[config.mk]
export PLATFORM = sky130hd
export DESIGN_NAME = rct_timer
export DESIGN_NICKNAME = d
export VERILOG_FILES = /design/src/rct_pkg.sv /design/src/rct_clk_sync.sv /design/src/rct_timer.sv
export VERILOG_INCLUDE_DIRS = /design/src
export SDC_FILE = /design/constraint.sdc
export NUM_CORES = 1
export LEC_CHECK = 0
export BUFFER_PORTS_ARGS = -buffer_cell sky130_fd_sc_hd__buf_2
export CORE_AREA = 5 5 97 99
export DETAILED_ROUTE_END_ITERATION = 8
export DIE_AREA = 0 0 102 104
export PLACE_DENSITY = 0.79
export SLEW_MARGIN = 20
export SYNTH_ARGS = -nofsm -noshare
export SYNTH_HDL_FRONTEND = slang
export SYNTH_SLANG_ARGS = --single-unit
[constraint.sdc]
create_clock -name clk_i -period 2.3 [get_ports clk_i]
set_clock_uncertainty 0.1 [all_clocks]
set_input_delay 0.23 -clock clk_i [delete_from_list [all_inputs] [get_ports clk_i]]
set_output_delay 0.23 -clock clk_i [all_outputs]
set_load 0.005 [all_outputs]
[src/rct_defs.svh]
`ifndef RCT_DEFS_SVH
`define RCT_DEFS_SVH

// ---------------------------------------------------------------
// Register byte offsets (32-bit word per register)
// ---------------------------------------------------------------
`define RCT_OFF_CNT_LO 5'h00
`define RCT_OFF_CNT_HI 5'h04
`define RCT_OFF_RLD_LO 5'h08
`define RCT_OFF_RLD_HI 5'h0C
`define RCT_OFF_CTRL 5'h10
`define RCT_OFF_CLKCTL 5'h14
`define RCT_OFF_IEN 5'h18

// ---------------------------------------------------------------
// Field positions
// ---------------------------------------------------------------
`define RCT_CLK_LO_SYS 0
`define RCT_CLK_HI_SYS 1
`define RCT_IEN_TIMER 0
`define RCT_XCLK_CAP 1

// ---------------------------------------------------------------
// Reset values
// ---------------------------------------------------------------
`define RCT_RST_BYTE 8'h00
`define RCT_RST_WORD 16'h0000
`define RCT_RST_CLK 2'h0

// ---------------------------------------------------------------
// Timing counts
// ---------------------------------------------------------------
`define RCT_SYS_DIV 12
`define RCT_RTC_DIV 8

`endif

[src/rct_pkg.sv]
package rct_pkg;

  // Control register layout, bit 7 down to bit 0
  typedef struct packed {
    logic high_overflow_flag;
    logic low_overflow_flag;
    logic low_byte_irq_enable;
    logic capture_enable;
    logic split_mode_select;
    logic run_control;
    logic [1:0] external_clock_select;
  } rct_ctrl_t;

  // Synchronised one-cycle count events
  typedef struct packed {
    logic sys_div;
    logic rtc_div;
    logic cmp_rise;
  } rct_ticks_t;

endpackage

[src/rct_clk_sync.sv]
`timescale 1ns/1ps
`default_nettype none
`include "rct_defs.svh"

module rct_clk_sync #(
  parameter int SYS_DIV = `RCT_SYS_DIV,
  parameter int RTC_DIV = `RCT_RTC_DIV
) (
  input wire logic clk_i, // System clock
  input wire logic rst_i, // Synchronous reset
  input wire logic ce_i, // Clock enable
  input wire logic rtc_clk_i, // Real-time clock oscillator
  input wire logic cmp_i, // Comparator output
  output rct_pkg::rct_ticks_t ticks_o // Count events
);
  import rct_pkg::*;

  localparam int SW = $clog2(SYS_DIV);
  localparam int RW = $clog2(RTC_DIV);

  logic [1:0] rtc_sync_reg;
  logic [1:0] cmp_sync_reg;
  logic rtc_last_reg;
  logic cmp_last_reg;
  logic [SW-1:0] sys_cnt_reg;
  logic [RW-1:0] rtc_cnt_reg;
  rct_ticks_t ticks_reg;

  // Only stage 1 feeds edge detection; stage 0 is read by stage 1 alone
  wire rtc_rise = rtc_sync_reg[1] & ~rtc_last_reg;
  wire cmp_rise = cmp_sync_reg[1] & ~cmp_last_reg;
  wire sys_wrap = (sys_cnt_reg == SW'(SYS_DIV - 1));
  wire rtc_wrap = (rtc_cnt_reg == RW'(RTC_DIV - 1));

  always_ff @(posedge clk_i) begin
    if (rst_i) begin
      rtc_sync_reg <= 2'h0;
      cmp_sync_reg <= 2'h0;
      rtc_last_reg <= 1'b0;
      cmp_last_reg <= 1'b0;
      sys_cnt_reg <= '0;
      rtc_cnt_reg <= '0;
      ticks_reg <= '0;
    end else if (ce_i) begin
      rtc_sync_reg <= {rtc_sync_reg[0], rtc_clk_i}; // [RULE3]
      cmp_sync_reg <= {cmp_sync_reg[0], cmp_i}; // [RULE3]
      rtc_last_reg <= rtc_sync_reg[1];
      cmp_last_reg <= cmp_sync_reg[1];
      sys_cnt_reg <= sys_wrap ? '0 : sys_cnt_reg + SW'(1);
      if (rtc_rise) begin
        rtc_cnt_reg <= rtc_wrap ? '0 : rtc_cnt_reg + RW'(1);
      end
      ticks_reg.sys_div <= sys_wrap; // [RULE3]
      ticks_reg.rtc_div <= rtc_rise & rtc_wrap; // [RULE3]
      ticks_reg.cmp_rise <= cmp_rise;
    end
  end

  assign ticks_o = ticks_reg;

endmodule // rct_clk_sync

`default_nettype wire

[src/rct_timer.sv]
// How it works
// RULE1: Sixteen-bit counter from two byte registers
// RULE2: Split bit chooses one 16-bit or two 8-bit
// RULE3: Four sources; slow ones synchronised to clock
// RULE4: 16-bit wrap reloads and sets high flag
// RULE5: Timer enable requests interrupt on overflow
// RULE6: Low-byte enable adds low rollover interrupt
// RULE7: Split halves reload from own reload byte
// RULE8: Run gates high half only in split
// RULE9: Per-half system_clock select, else external field
// RULE10: Split: each half rollover sets its flag
// RULE11: Split interrupt on high, or either half
// RULE12: Flags cleared only by software writes
// RULE13: Software checks both flags on shared interrupt
// RULE14: Capture mode entered by capture-enable bit
// RULE15: Capture on comparator rise or rtc/8
// RULE16: System_clock count with rtc/8 capture allowed
// RULE17: Capture copies count to reload, sets flag
// RULE18: Software takes period from capture differences
// RULE19: Low flag on low rollover in any mode
// RULE20: Run bit gates whole 16-bit counter
//
// Decided for this implementation: the placing of the registers and register access over Wishbone.
`timescale 1ns/1ps
`default_nettype none
`include "rct_defs.svh"

module rct_timer (
  input wire logic clk_i, // System clock, 100 MHz
  input wire logic rst_i, // Synchronous reset, active high
  input wire logic ce_i, // Clock enable, freezes all state
  input wire logic rtc_clk_i, // Real-time clock oscillator
  input wire logic cmp_i, // Comparator output
  input wire logic wb_cyc_i, // Wishbone cycle
  input wire logic wb_stb_i, // Wishbone strobe
  input wire logic wb_we_i, // Wishbone write enable
  input wire logic [31:0] wb_adr_i, // Wishbone byte address
  input wire logic [3:0] wb_sel_i, // Wishbone byte select
  input wire logic [31:0] wb_dat_i, // Wishbone write data
  output logic [31:0] wb_dat_o, // Wishbone read data
  output logic wb_ack_o, // Wishbone acknowledge
  output logic irq_o // Timer interrupt request
);
  import rct_pkg::*;

  // ---------------------------------------------------------------
  // State
  // ---------------------------------------------------------------
  logic [15:0] count_reg;
  logic [15:0] count_next;
  logic [15:0] reload_reg;
  logic [15:0] reload_next;
  rct_ctrl_t ctrl_reg;
  rct_ctrl_t ctrl_next;
  logic [1:0] clkctl_reg;
  logic ien_reg;
  logic ack_reg;
  logic [31:0] dat_reg;
  logic irq_reg;
  rct_ticks_t ticks;

  // ---------------------------------------------------------------
  // Source events
  // ---------------------------------------------------------------
  rct_clk_sync #(
    .SYS_DIV(`RCT_SYS_DIV),
    .RTC_DIV(`RCT_RTC_DIV)
  ) u_sync (
    .clk_i(clk_i),
    .rst_i(rst_i),
    .ce_i(ce_i),
    .rtc_clk_i(rtc_clk_i),
    .cmp_i(cmp_i),
    .ticks_o(ticks)
  );

  wire [1:0] xclk = ctrl_reg.external_clock_select;
  wire ext_tick = (xclk == 2'b00) ? ticks.sys_div :
                  (xclk == 2'b01) ? ticks.rtc_div :
                  (xclk == 2'b11) ? ticks.cmp_rise : 1'b0; // [RULE9]
  wire tick_lo = clkctl_reg[`RCT_CLK_LO_SYS] ? 1'b1 : ext_tick; // [RULE9] [RULE16]
  wire tick_hi = clkctl_reg[`RCT_CLK_HI_SYS] ? 1'b1 : ext_tick; // [RULE9]

  wire split = ctrl_reg.split_mode_select;
  wire run = ctrl_reg.run_control;
  wire [7:0] cnt_lo = count_reg[7:0];
  wire [7:0] cnt_hi = count_reg[15:8];

  // Capture source picked by upper external-select bit
  wire cap_src = xclk[`RCT_XCLK_CAP] ? ticks.cmp_rise : ticks.rtc_div; // [RULE15]
  wire cap_evt = ctrl_reg.capture_enable & cap_src; // [RULE14] [RULE15]

  // Roll-over events
  wire step16 = ~split & run & tick_lo; // [RULE20]
  wire step_lo = split ? tick_lo : step16; // [RULE8]
  wire step_hi = split & run & tick_hi; // [RULE8]
  wire ovf16 = step16 & (count_reg == 16'hFFFF); // [RULE4]
  wire ovf_lo = step_lo & (cnt_lo == 8'hFF); // [RULE19]
  wire ovf_hi = step_hi & (cnt_hi == 8'hFF); // [RULE10]
  wire set_h = ovf16 | ovf_hi | cap_evt; // [RULE4] [RULE10] [RULE17]
  wire set_l = ovf_lo; // [RULE10] [RULE19]

  // ---------------------------------------------------------------
  // Wishbone decode
  // ---------------------------------------------------------------
  wire wb_req = wb_cyc_i & wb_stb_i;
  wire wb_map = (wb_adr_i[31:5] == 27'h0000000) & (wb_adr_i[1:0] == 2'h0);
  wire [4:0] wb_off = wb_adr_i[4:0];
  wire wr_go = wb_req & wb_we_i & ack_reg & wb_map & wb_sel_i[0];
  wire [7:0] wb_byte = wb_dat_i[7:0];
  wire wr_cnt_lo = wr_go & (wb_off == `RCT_OFF_CNT_LO);
  wire wr_cnt_hi = wr_go & (wb_off == `RCT_OFF_CNT_HI);
  wire wr_rld_lo = wr_go & (wb_off == `RCT_OFF_RLD_LO);
  wire wr_rld_hi = wr_go & (wb_off == `RCT_OFF_RLD_HI);
  wire wr_ctrl = wr_go & (wb_off == `RCT_OFF_CTRL);
  wire wr_clk = wr_go & (wb_off == `RCT_OFF_CLKCTL);
  wire wr_ien = wr_go & (wb_off == `RCT_OFF_IEN);
  wire [7:0] rd_byte = ~wb_map ? 8'h00 :
                       (wb_off == `RCT_OFF_CNT_LO) ? cnt_lo :
                       (wb_off == `RCT_OFF_CNT_HI) ? cnt_hi :
                       (wb_off == `RCT_OFF_RLD_LO) ? reload_reg[7:0] :
                       (wb_off == `RCT_OFF_RLD_HI) ? reload_reg[15:8] :
                       (wb_off == `RCT_OFF_CTRL) ? ctrl_reg :
                       (wb_off == `RCT_OFF_CLKCTL) ? {6'h00, clkctl_reg} :
                       (wb_off == `RCT_OFF_IEN) ? {7'h00, ien_reg} : 8'h00;

  // ---------------------------------------------------------------
  // Counter, reload and flag next state
  // ---------------------------------------------------------------
  always_comb begin
    count_next = count_reg;
    if (step16) begin
      count_next = ovf16 ? reload_reg : count_reg + 16'h0001; // [RULE1] [RULE2] [RULE4]
    end
    if (split && step_lo) begin
      count_next[7:0] = ovf_lo ? reload_reg[7:0] : cnt_lo + 8'h01; // [RULE7]
    end
    if (step_hi) begin
      count_next[15:8] = ovf_hi ? reload_reg[15:8] : cnt_hi + 8'h01; // [RULE7]
    end
    if (wr_cnt_lo) begin
      count_next[7:0] = wb_byte; // [RULE1]
    end
    if (wr_cnt_hi) begin
      count_next[15:8] = wb_byte; // [RULE1]
    end
  end

  always_comb begin
    reload_next = reload_reg;
    if (wr_rld_lo) begin
      reload_next[7:0] = wb_byte;
    end
    if (wr_rld_hi) begin
      reload_next[15:8] = wb_byte;
    end
    if (cap_evt) begin
      reload_next = count_reg; // [RULE17]
    end
  end

  // Hardware set beats a software clear in the same cycle
  always_comb begin
    ctrl_next = wr_ctrl ? rct_ctrl_t'(wb_byte) : ctrl_reg;
    ctrl_next.high_overflow_flag = set_h | ctrl_next.high_overflow_flag; // [RULE12]
    ctrl_next.low_overflow_flag = set_l | ctrl_next.low_overflow_flag; // [RULE12]
  end

  // Shared request: high flag, or low flag when low enable is set
  wire irq_next = ien_reg & (ctrl_reg.high_overflow_flag |
                  (ctrl_reg.low_byte_irq_enable & ctrl_reg.low_overflow_flag)); // [RULE5] [RULE6] [RULE11]

  // ---------------------------------------------------------------
  // Registers
  // ---------------------------------------------------------------
  always_ff @(posedge clk_i) begin
    if (rst_i) begin
      count_reg <= `RCT_RST_WORD;
      reload_reg <= `RCT_RST_WORD;
      ctrl_reg <= rct_ctrl_t'(`RCT_RST_BYTE);
      clkctl_reg <= `RCT_RST_CLK;
      ien_reg <= 1'b0;
      irq_reg <= 1'b0;
    end else if (ce_i) begin
      count_reg <= count_next;
      reload_reg <= reload_next;
      ctrl_reg <= ctrl_next;
      irq_reg <= irq_next;
      if (wr_clk) begin
        clkctl_reg <= wb_byte[1:0];
      end
      if (wr_ien) begin
        ien_reg <= wb_byte[`RCT_IEN_TIMER];
      end
    end
  end

  // Ack one cycle after request; write commits on the acked edge
  always_ff @(posedge clk_i) begin
    if (rst_i) begin
      ack_reg <= 1'b0;
      dat_reg <= 32'h00000000;
    end else if (ce_i) begin
      ack_reg <= wb_req & ~ack_reg;
      if (wb_req && !ack_reg) begin
        dat_reg <= {24'h000000, rd_byte};
      end
    end
  end

  assign wb_ack_o = ack_reg;
  assign wb_dat_o = dat_reg;
  assign irq_o = irq_reg;
endmodule // rct_timer

`default_nettype wire

==> flow_metrics.py, run 1 <==
metrics = {
    "logic_synthesis": {
        "ys_ff_latch": 69,
        "seq_area_frac_synth_pct": 31.1,
        "synth.avg_cell_area_um2": 8.20,
        "syn_inst": 541,
        "synthArstFlopShare_pct": 0,
        "synth.distinct_cells": 70,
        "synthFlopType": "dfxtp_1",
        "synth.cell_area_um2": 4440,
        "synth-edff-count": 0,
        "yosysWarnings": 0,
    },
    "drt": {
        "ant_nets": 0,
        "vias_per_cell": 6.15,
        "drc": 0,
        "first_iter_violations": 322,
        "wire_per_inst_um": 18.5,
        "first_pass_iters": 5,
        "totalWireLength_um": 13500,
        "num_vias": 4486,
    },
    "grt": {
        "grt_max_degree": 58,
        "grt_pass1_wl_um": 21500,
        "grt_pass1_vias": 4198,
        "overflow": 0,
        "grt.total_usage_pct": 25.4,
        "antenna_found_initial": 0,
    },
    "timing": {
        "fin_crit_sh_pct": 94.1,
        "max-slew-margin-rel_pct": 55.8,
        "hold_viol": 0,
        "tightest_slew_ps": 664,
        "fmax_mhz": 462,
        "rsz0062_at_grt": "no",
        "tns_ps": 0,
        "drv_slew": 0,
        "fin_crit_ps": 2160,
        "setup_viol": 0,
    },
    "critical_path": {
        "critPathMaxFanout": 6,
        "reg2regPathDepth": 8,
        "required_ps": 2460,
        "setup.worst_path.class": "flop to flop",
        "rrSetupSlack_ps": 140,
        "r2r-start": "count_reg[0]",
        "end_kind": "flop",
        "regToRegEndpoint": "ctrl_reg[7]",
        "arrival_ps": 2320,
        "startpoint_type": "flop",
    },
    "place": {
        "dp.cells": 712,
        "dpl.hpwl_um": 10100,
        "place_area_um2": 4970,
        "gp_congestion": 0.941,
        "portBuffers": 58,
    },
    "clock_tree": {
        "clkTransAtPathRegs_ps": 80,
        "cts-root-buf": "clkbuf_8",
        "cts-htree-levels": 3,
        "insertion_delay_ps": 360,
        "cts_made_buffers": 9,
        "cts_setup_buffers": 0,
        "cts_max_path_buffers": 2,
        "cts_tree": "done",
        "clock_sinks": 69,
    },
    "floorplanning": {
        "ios": 110,
        "core-area_um2": 8470,
        "die_w_um": 102,
        "start_util_pct": 52.4,
        "die_h_um": 104,
        "row_count": 34,
        "die_area_um2": 10600,
    },
    "hold_path": {
        "min_to": "u_sync.rtc_sync_reg[0]",
        "hold_start": "rtc_clk_i",
        "hp-class": "input pin to flop",
        "holdPathStages": 3,
    },
    "final_layout": {
        "area_growth_syn_to_layout_pct": 17.7,
        "nets": 697,
        "finalNonFillerCells": 729,
        "drive_above_1_share_pct": 23.3,
        "finish.instance_area_um2": 5230,
        "fillers": 756,
        "antenna_cells": 0,
    },
    "power_and_ir_drop": {
        "leakage_nw": 2.15,
        "switching_share_pct": 25.6,
        "p_seq_share_pct": 47.8,
        "pwr-share-clk_pct": 44.7,
        "p_sw_mw": 0.649,
        "intPower_mw": 1.89,
        "power_frac_comb_pct": 7.5,
        "power_density_nw_per_um2": 485,
        "ir_drop_mv": 0.308,
    },
    "outcome": {
        "outcome": "finished clean",
    },
    "run": {
        "drv_cap": 0,
    },
}
## worst max path at each step
| stage | from | end | slack [ps] | cells after the start |
|---|---|---|---|---|
| 2_1_floorplan | count_reg[0] | count_reg[1] | 210 | 7 |
| 3_3_place_gp | wb_adr_i[19] | count_reg[10] | 140 | 6 |
| 3_5_place_dp | wb_adr_i[19] | count_reg[10] | 110 | 6 |
| 4_1_cts | xclk[0] | ctrl_reg[7] | 100 | 6 |
| 5_1_grt | count_reg[0] | ctrl_reg[7] | 20 | 8 |
| 6_report | count_reg[0] | ctrl_reg[7] | 140 | 8 |
## metal layers
metal	global-route usage (%)	wire, µm	vias up
met5	0	0	-
met4	11.3	480	0
met3	5.37	1070	44
met2	39.9	6500	241
met1	33.0	5420	2113
li1	-	-	2088
## timing repair
action,CTS,global route
gates resized for setup,0,4
hold buffers,1,0
endpoints found under the setup margin,0,2
hold endpoints to repair,1,0
## area by class of cell
type,instances,area (µm²),share of cell area (%)
Timing Repair Buffer,99,663,12.7
Clock inverter,7,97.6,1.87
Clock buffer,9,124,2.37
Inverter,10,37.5,0.718
Sequential cell,69,1380,26.4
Multi-Input combinational cell,427,2790,53.3
Tap cell,108,135,2.59
## cell families (layout without fill, tap and decap cells)
logic type / Yosys count / count (layout) / share of synthesized area (%)
and+or+nand+nor: 211 / 211 / 26.5
AOI/OAI and AO/OA: 134 / 134 / 20.6
adders and majority gates: 5 / 5 / 1.41
DFF: 69 / 69 / 31.1
muxes: 40 / 40 / 9.22
xor gates and xnor gates: 13 / 13 / 2.57
buffers and inverters: 68 / 125 / 8.49
other: 1 / 24 / 0.0845
## cells in the final DEF, fill, tap and decap left out, drive strengths merged, types with 15 or more instances in the layout
| cell type | instances |
|---|---|
| dfxtp | 69 |
| buf | 98 |
| nor2 | 64 |
| nand2 | 46 |
| conb | 24 |
| mux2i | 33 |
| a211oi | 22 |
| nor3 | 15 |
| o21ai | 30 |
| a21oi | 36 |
| nand3 | 20 |
## synth_stat cells, types with 10 or more instances
master    number  share of area (%)
dfxtp_1       69                 31
nor2_1        64                5.4
nand2_1       46                3.9
a21oi_1       36                4.1
mux2i_1       33                7.4
o21ai_0       28                3.2
buf_4         24                4.1
a211oi_1      18                3.0
nand3_1       18                2.0
clkbuf_1      15                1.3
nor3_1        13                1.5
buf_2         12                1.4
nand4_1       11                1.6
inv_1         10               0.85
## metrics by stage
step           utilization, %  setup WS [ps]  hold slack, ps  total power, mW
6_report                 61.7            136            12.1             2.53
5_1_grt                  61.7           19.0            37.5             2.62
2_1_floorplan               -            211             274             1.36
4_1_cts                  61.5           95.4            11.7             2.55
3_3_place_gp             58.7            144             333             1.42
3_5_place_dp             58.7            111             339             1.42
## critical path, stage by stage (launching register included)
cell and delay [ps]:
dfxtp_1 360, ha_1 250, nand3_2 90, buf_4 180, nor2_1 340, a32oi_2 250
nand3_1 170, nor3_1 60, nor4_1 260
## power by group through the flow
stage / Clock, mW / Combinational, mW / Sequential (mW)
final: 1.13 / 0.190 / 1.21
after global routing: 1.20 / 0.207 / 1.21
after CTS: 1.15 / 0.186 / 1.21
after detailed placement: 0 / 0.184 / 1.24
after global placement: 0 / 0.178 / 1.24
after floorplan: 0 / 0.125 / 1.24
(Power assumes the default switching activity.)
==> run 2, diff against run 1 <==
--- a/config.mk
+++ b/config.mk
@@ -7,9 +7,9 @@
 export NUM_CORES = 1
 export LEC_CHECK = 0
 export BUFFER_PORTS_ARGS = -buffer_cell sky130_fd_sc_hd__buf_2
-export CORE_AREA = 5 5 97 99
+export CORE_AREA = 2 2 94 96
 export DETAILED_ROUTE_END_ITERATION = 8
-export DIE_AREA = 0 0 102 104
+export DIE_AREA = 0 0 96 98
 export PLACE_DENSITY = 0.79
 export SLEW_MARGIN = 20
 export SYNTH_ARGS = -nofsm -noshare
==> run 2 against run 1 <==
Net effect:
- critical endpoint is now count_reg[6]
- combinational power barely moved
- sequential share of layout area about the same
- core utilization up 0.074 points
- critical path type unchanged
- largest cell class unchanged
==> flow_metrics.py, run 2 (synthesis results as in run 1) <==
metrics = {
    "run": {
        "drv_cap": 0,
    },
    "drt": {
        "first_pass_iters": 5,
        "num_vias": 4491,
        "drc": 0,
        "totalWireLength_um": 13000,
        "ant_nets": 0,
        "first_iter_violations": 354,
        "vias_per_cell": 6.11,
        "wire_per_inst_um": 17.7,
    },
    "timing": {
        "rsz0062_at_grt": "no",
        "setup_viol": 0,
        "tns_ps": 0,
        "holdWs_ps": 25.8,
        "tightest_slew_ps": 668,
        "fin_crit_sh_pct": 93.4,
        "hold_viol": 0,
        "fin_crit_ps": 2150,
        "drv_slew": 0,
        "fmax_mhz": 465,
        "max-slew-margin-rel_pct": 55.5,
    },
    "final_layout": {
        "nets": 703,
        "area_growth_syn_to_layout_pct": 17.9,
        "final_cell_mix": "dfxtp_1, nor2_1, buf_2",
        "drive_above_1_share_pct": 23.8,
        "utilization_pct": 61.8,
        "final_common_cell": "dfxtp_1",
        "finalNonFillerCells": 735,
        "antenna_cells": 0,
    },
    "power_and_ir_drop": {
        "p_sw_mw": 0.627,
        "leakage_nw": 2.17,
        "ir_drop_mv": 0.354,
        "pwr-share-clk_pct": 44.3,
        "power_frac_comb_pct": 7.5,
        "p_seq_share_pct": 48.2,
        "switching_share_pct": 24.9,
        "intPower_mw": 1.89,
        "power_density_nw_per_um2": 481,
    },
    "floorplanning": {
        "core-area_um2": 8470,
        "die_h_um": 98,
        "start_util_pct": 52.4,
        "row_count": 34,
        "ios": 110,
        "die_w_um": 96,
        "die_area_um2": 9410,
    },
    "critical_path": {
        "r2r-start": "xclk[0]",
        "critPathLaunch": "xclk[0]",
        "critPathMaxFanout": 8,
        "setup.worst_path.class": "flop to flop",
        "arrival_ps": 2260,
        "required_ps": 2410,
        "end_kind": "flop",
        "startpoint_type": "flop",
    },
    "place": {
        "dp.cells": 719,
        "portBuffers": 58,
        "gp_congestion": 0.944,
        "dpl.hpwl_um": 9790,
    },
    "grt": {
        "grt.total_usage_pct": 28.0,
        "grt_max_degree": 58,
        "grt_pass1_vias": 4208,
        "grt_pass1_wl_um": 20800,
        "antenna_found_initial": 0,
        "overflow": 0,
    },
    "clock_tree": {
        "postCtsHoldBufs": 0,
        "insertion_delay_ps": 350,
        "clkTransAtPathRegs_ps": 80,
        "cts-htree-levels": 3,
        "cts_max_path_buffers": 2,
        "cts-root-buf": "clkbuf_8",
        "clock_sinks": 69,
        "cts_setup_buffers": 0,
        "cts_made_buffers": 9,
        "cts_tree": "done",
    },
    "hold_path": {
        "hp-class": "input pin to flop",
        "hold_start": "rtc_clk_i",
    },
    "outcome": {
        "outcome": "finished clean",
    },
}
run 2: area by class of cell:
cell class | count | area [µm²]
multi-input cells | 427 | 2780
clock inverters | 5 | 83.8
well taps | 108 | 135
clock buffers | 11 | 131
fillers | 730 | 3230
inverters | 10 | 37.5
flip-flops and latches | 69 | 1380
repair buffers | 105 | 681
run 2: worst paths after layout:
check	to	slack (ps)	cells past startpoint
setup / recovery	count_reg[6]	150	7
hold / removal	u_sync.rtc_sync_reg[0]	30	3
setup reg to reg	count_reg[6]	150	7
hold reg to reg	wb_dat_o[2]	360	2
run 2: worst max-delay path, cell delays in order, from the launching register on:
cell	delay, ps
dfxtp_1	470
mux2i_1	340
o21a_1	290
nor3_4	80
buf_12	140
a2111o_1	400
o21ai_0	80
a211oi_1	100
run 2: layer usage:
metal | part of all wire [%] | global-route usage [%] | wire length, µm
met1 | 40 | 35.0 | 5230
met5 | 0 | 0 | 0
met3 | 8.2 | 6.10 | 1070
met4 | 4.1 | 12.9 | 531
met2 | 48 | 45.6 | 6200
run 2: repair_timing:
item                       CTS  global route
resized for setup            0             3
hold endpoints to repair     0             0
setup endpoints to repair    0             5
run 2: power by group through the flow:
| stage | clock (mW) | combinational [mW] | sequential (mW) |
|---|---|---|---|
| after CTS | 1.12 | 0.186 | 1.21 |
| after detailed placement | 0 | 0.185 | 1.24 |
| after global routing | 1.16 | 0.206 | 1.21 |
| final | 1.11 | 0.189 | 1.21 |
| after floorplan | 0 | 0.125 | 1.24 |
| after global placement | 0 | 0.179 | 1.24 |
run 2: through the flow:
stage          setup WS [ps]  power [mW]  instance area (µm²)
2_1_floorplan            211        1.36                 4520
3_3_place_gp            91.8        1.42                 5000
3_5_place_dp            60.6        1.42                 5000
4_1_cts                 40.7        2.52                 5220
5_1_grt                 19.1        2.58                 5230
6_report                 151        2.51                 5230
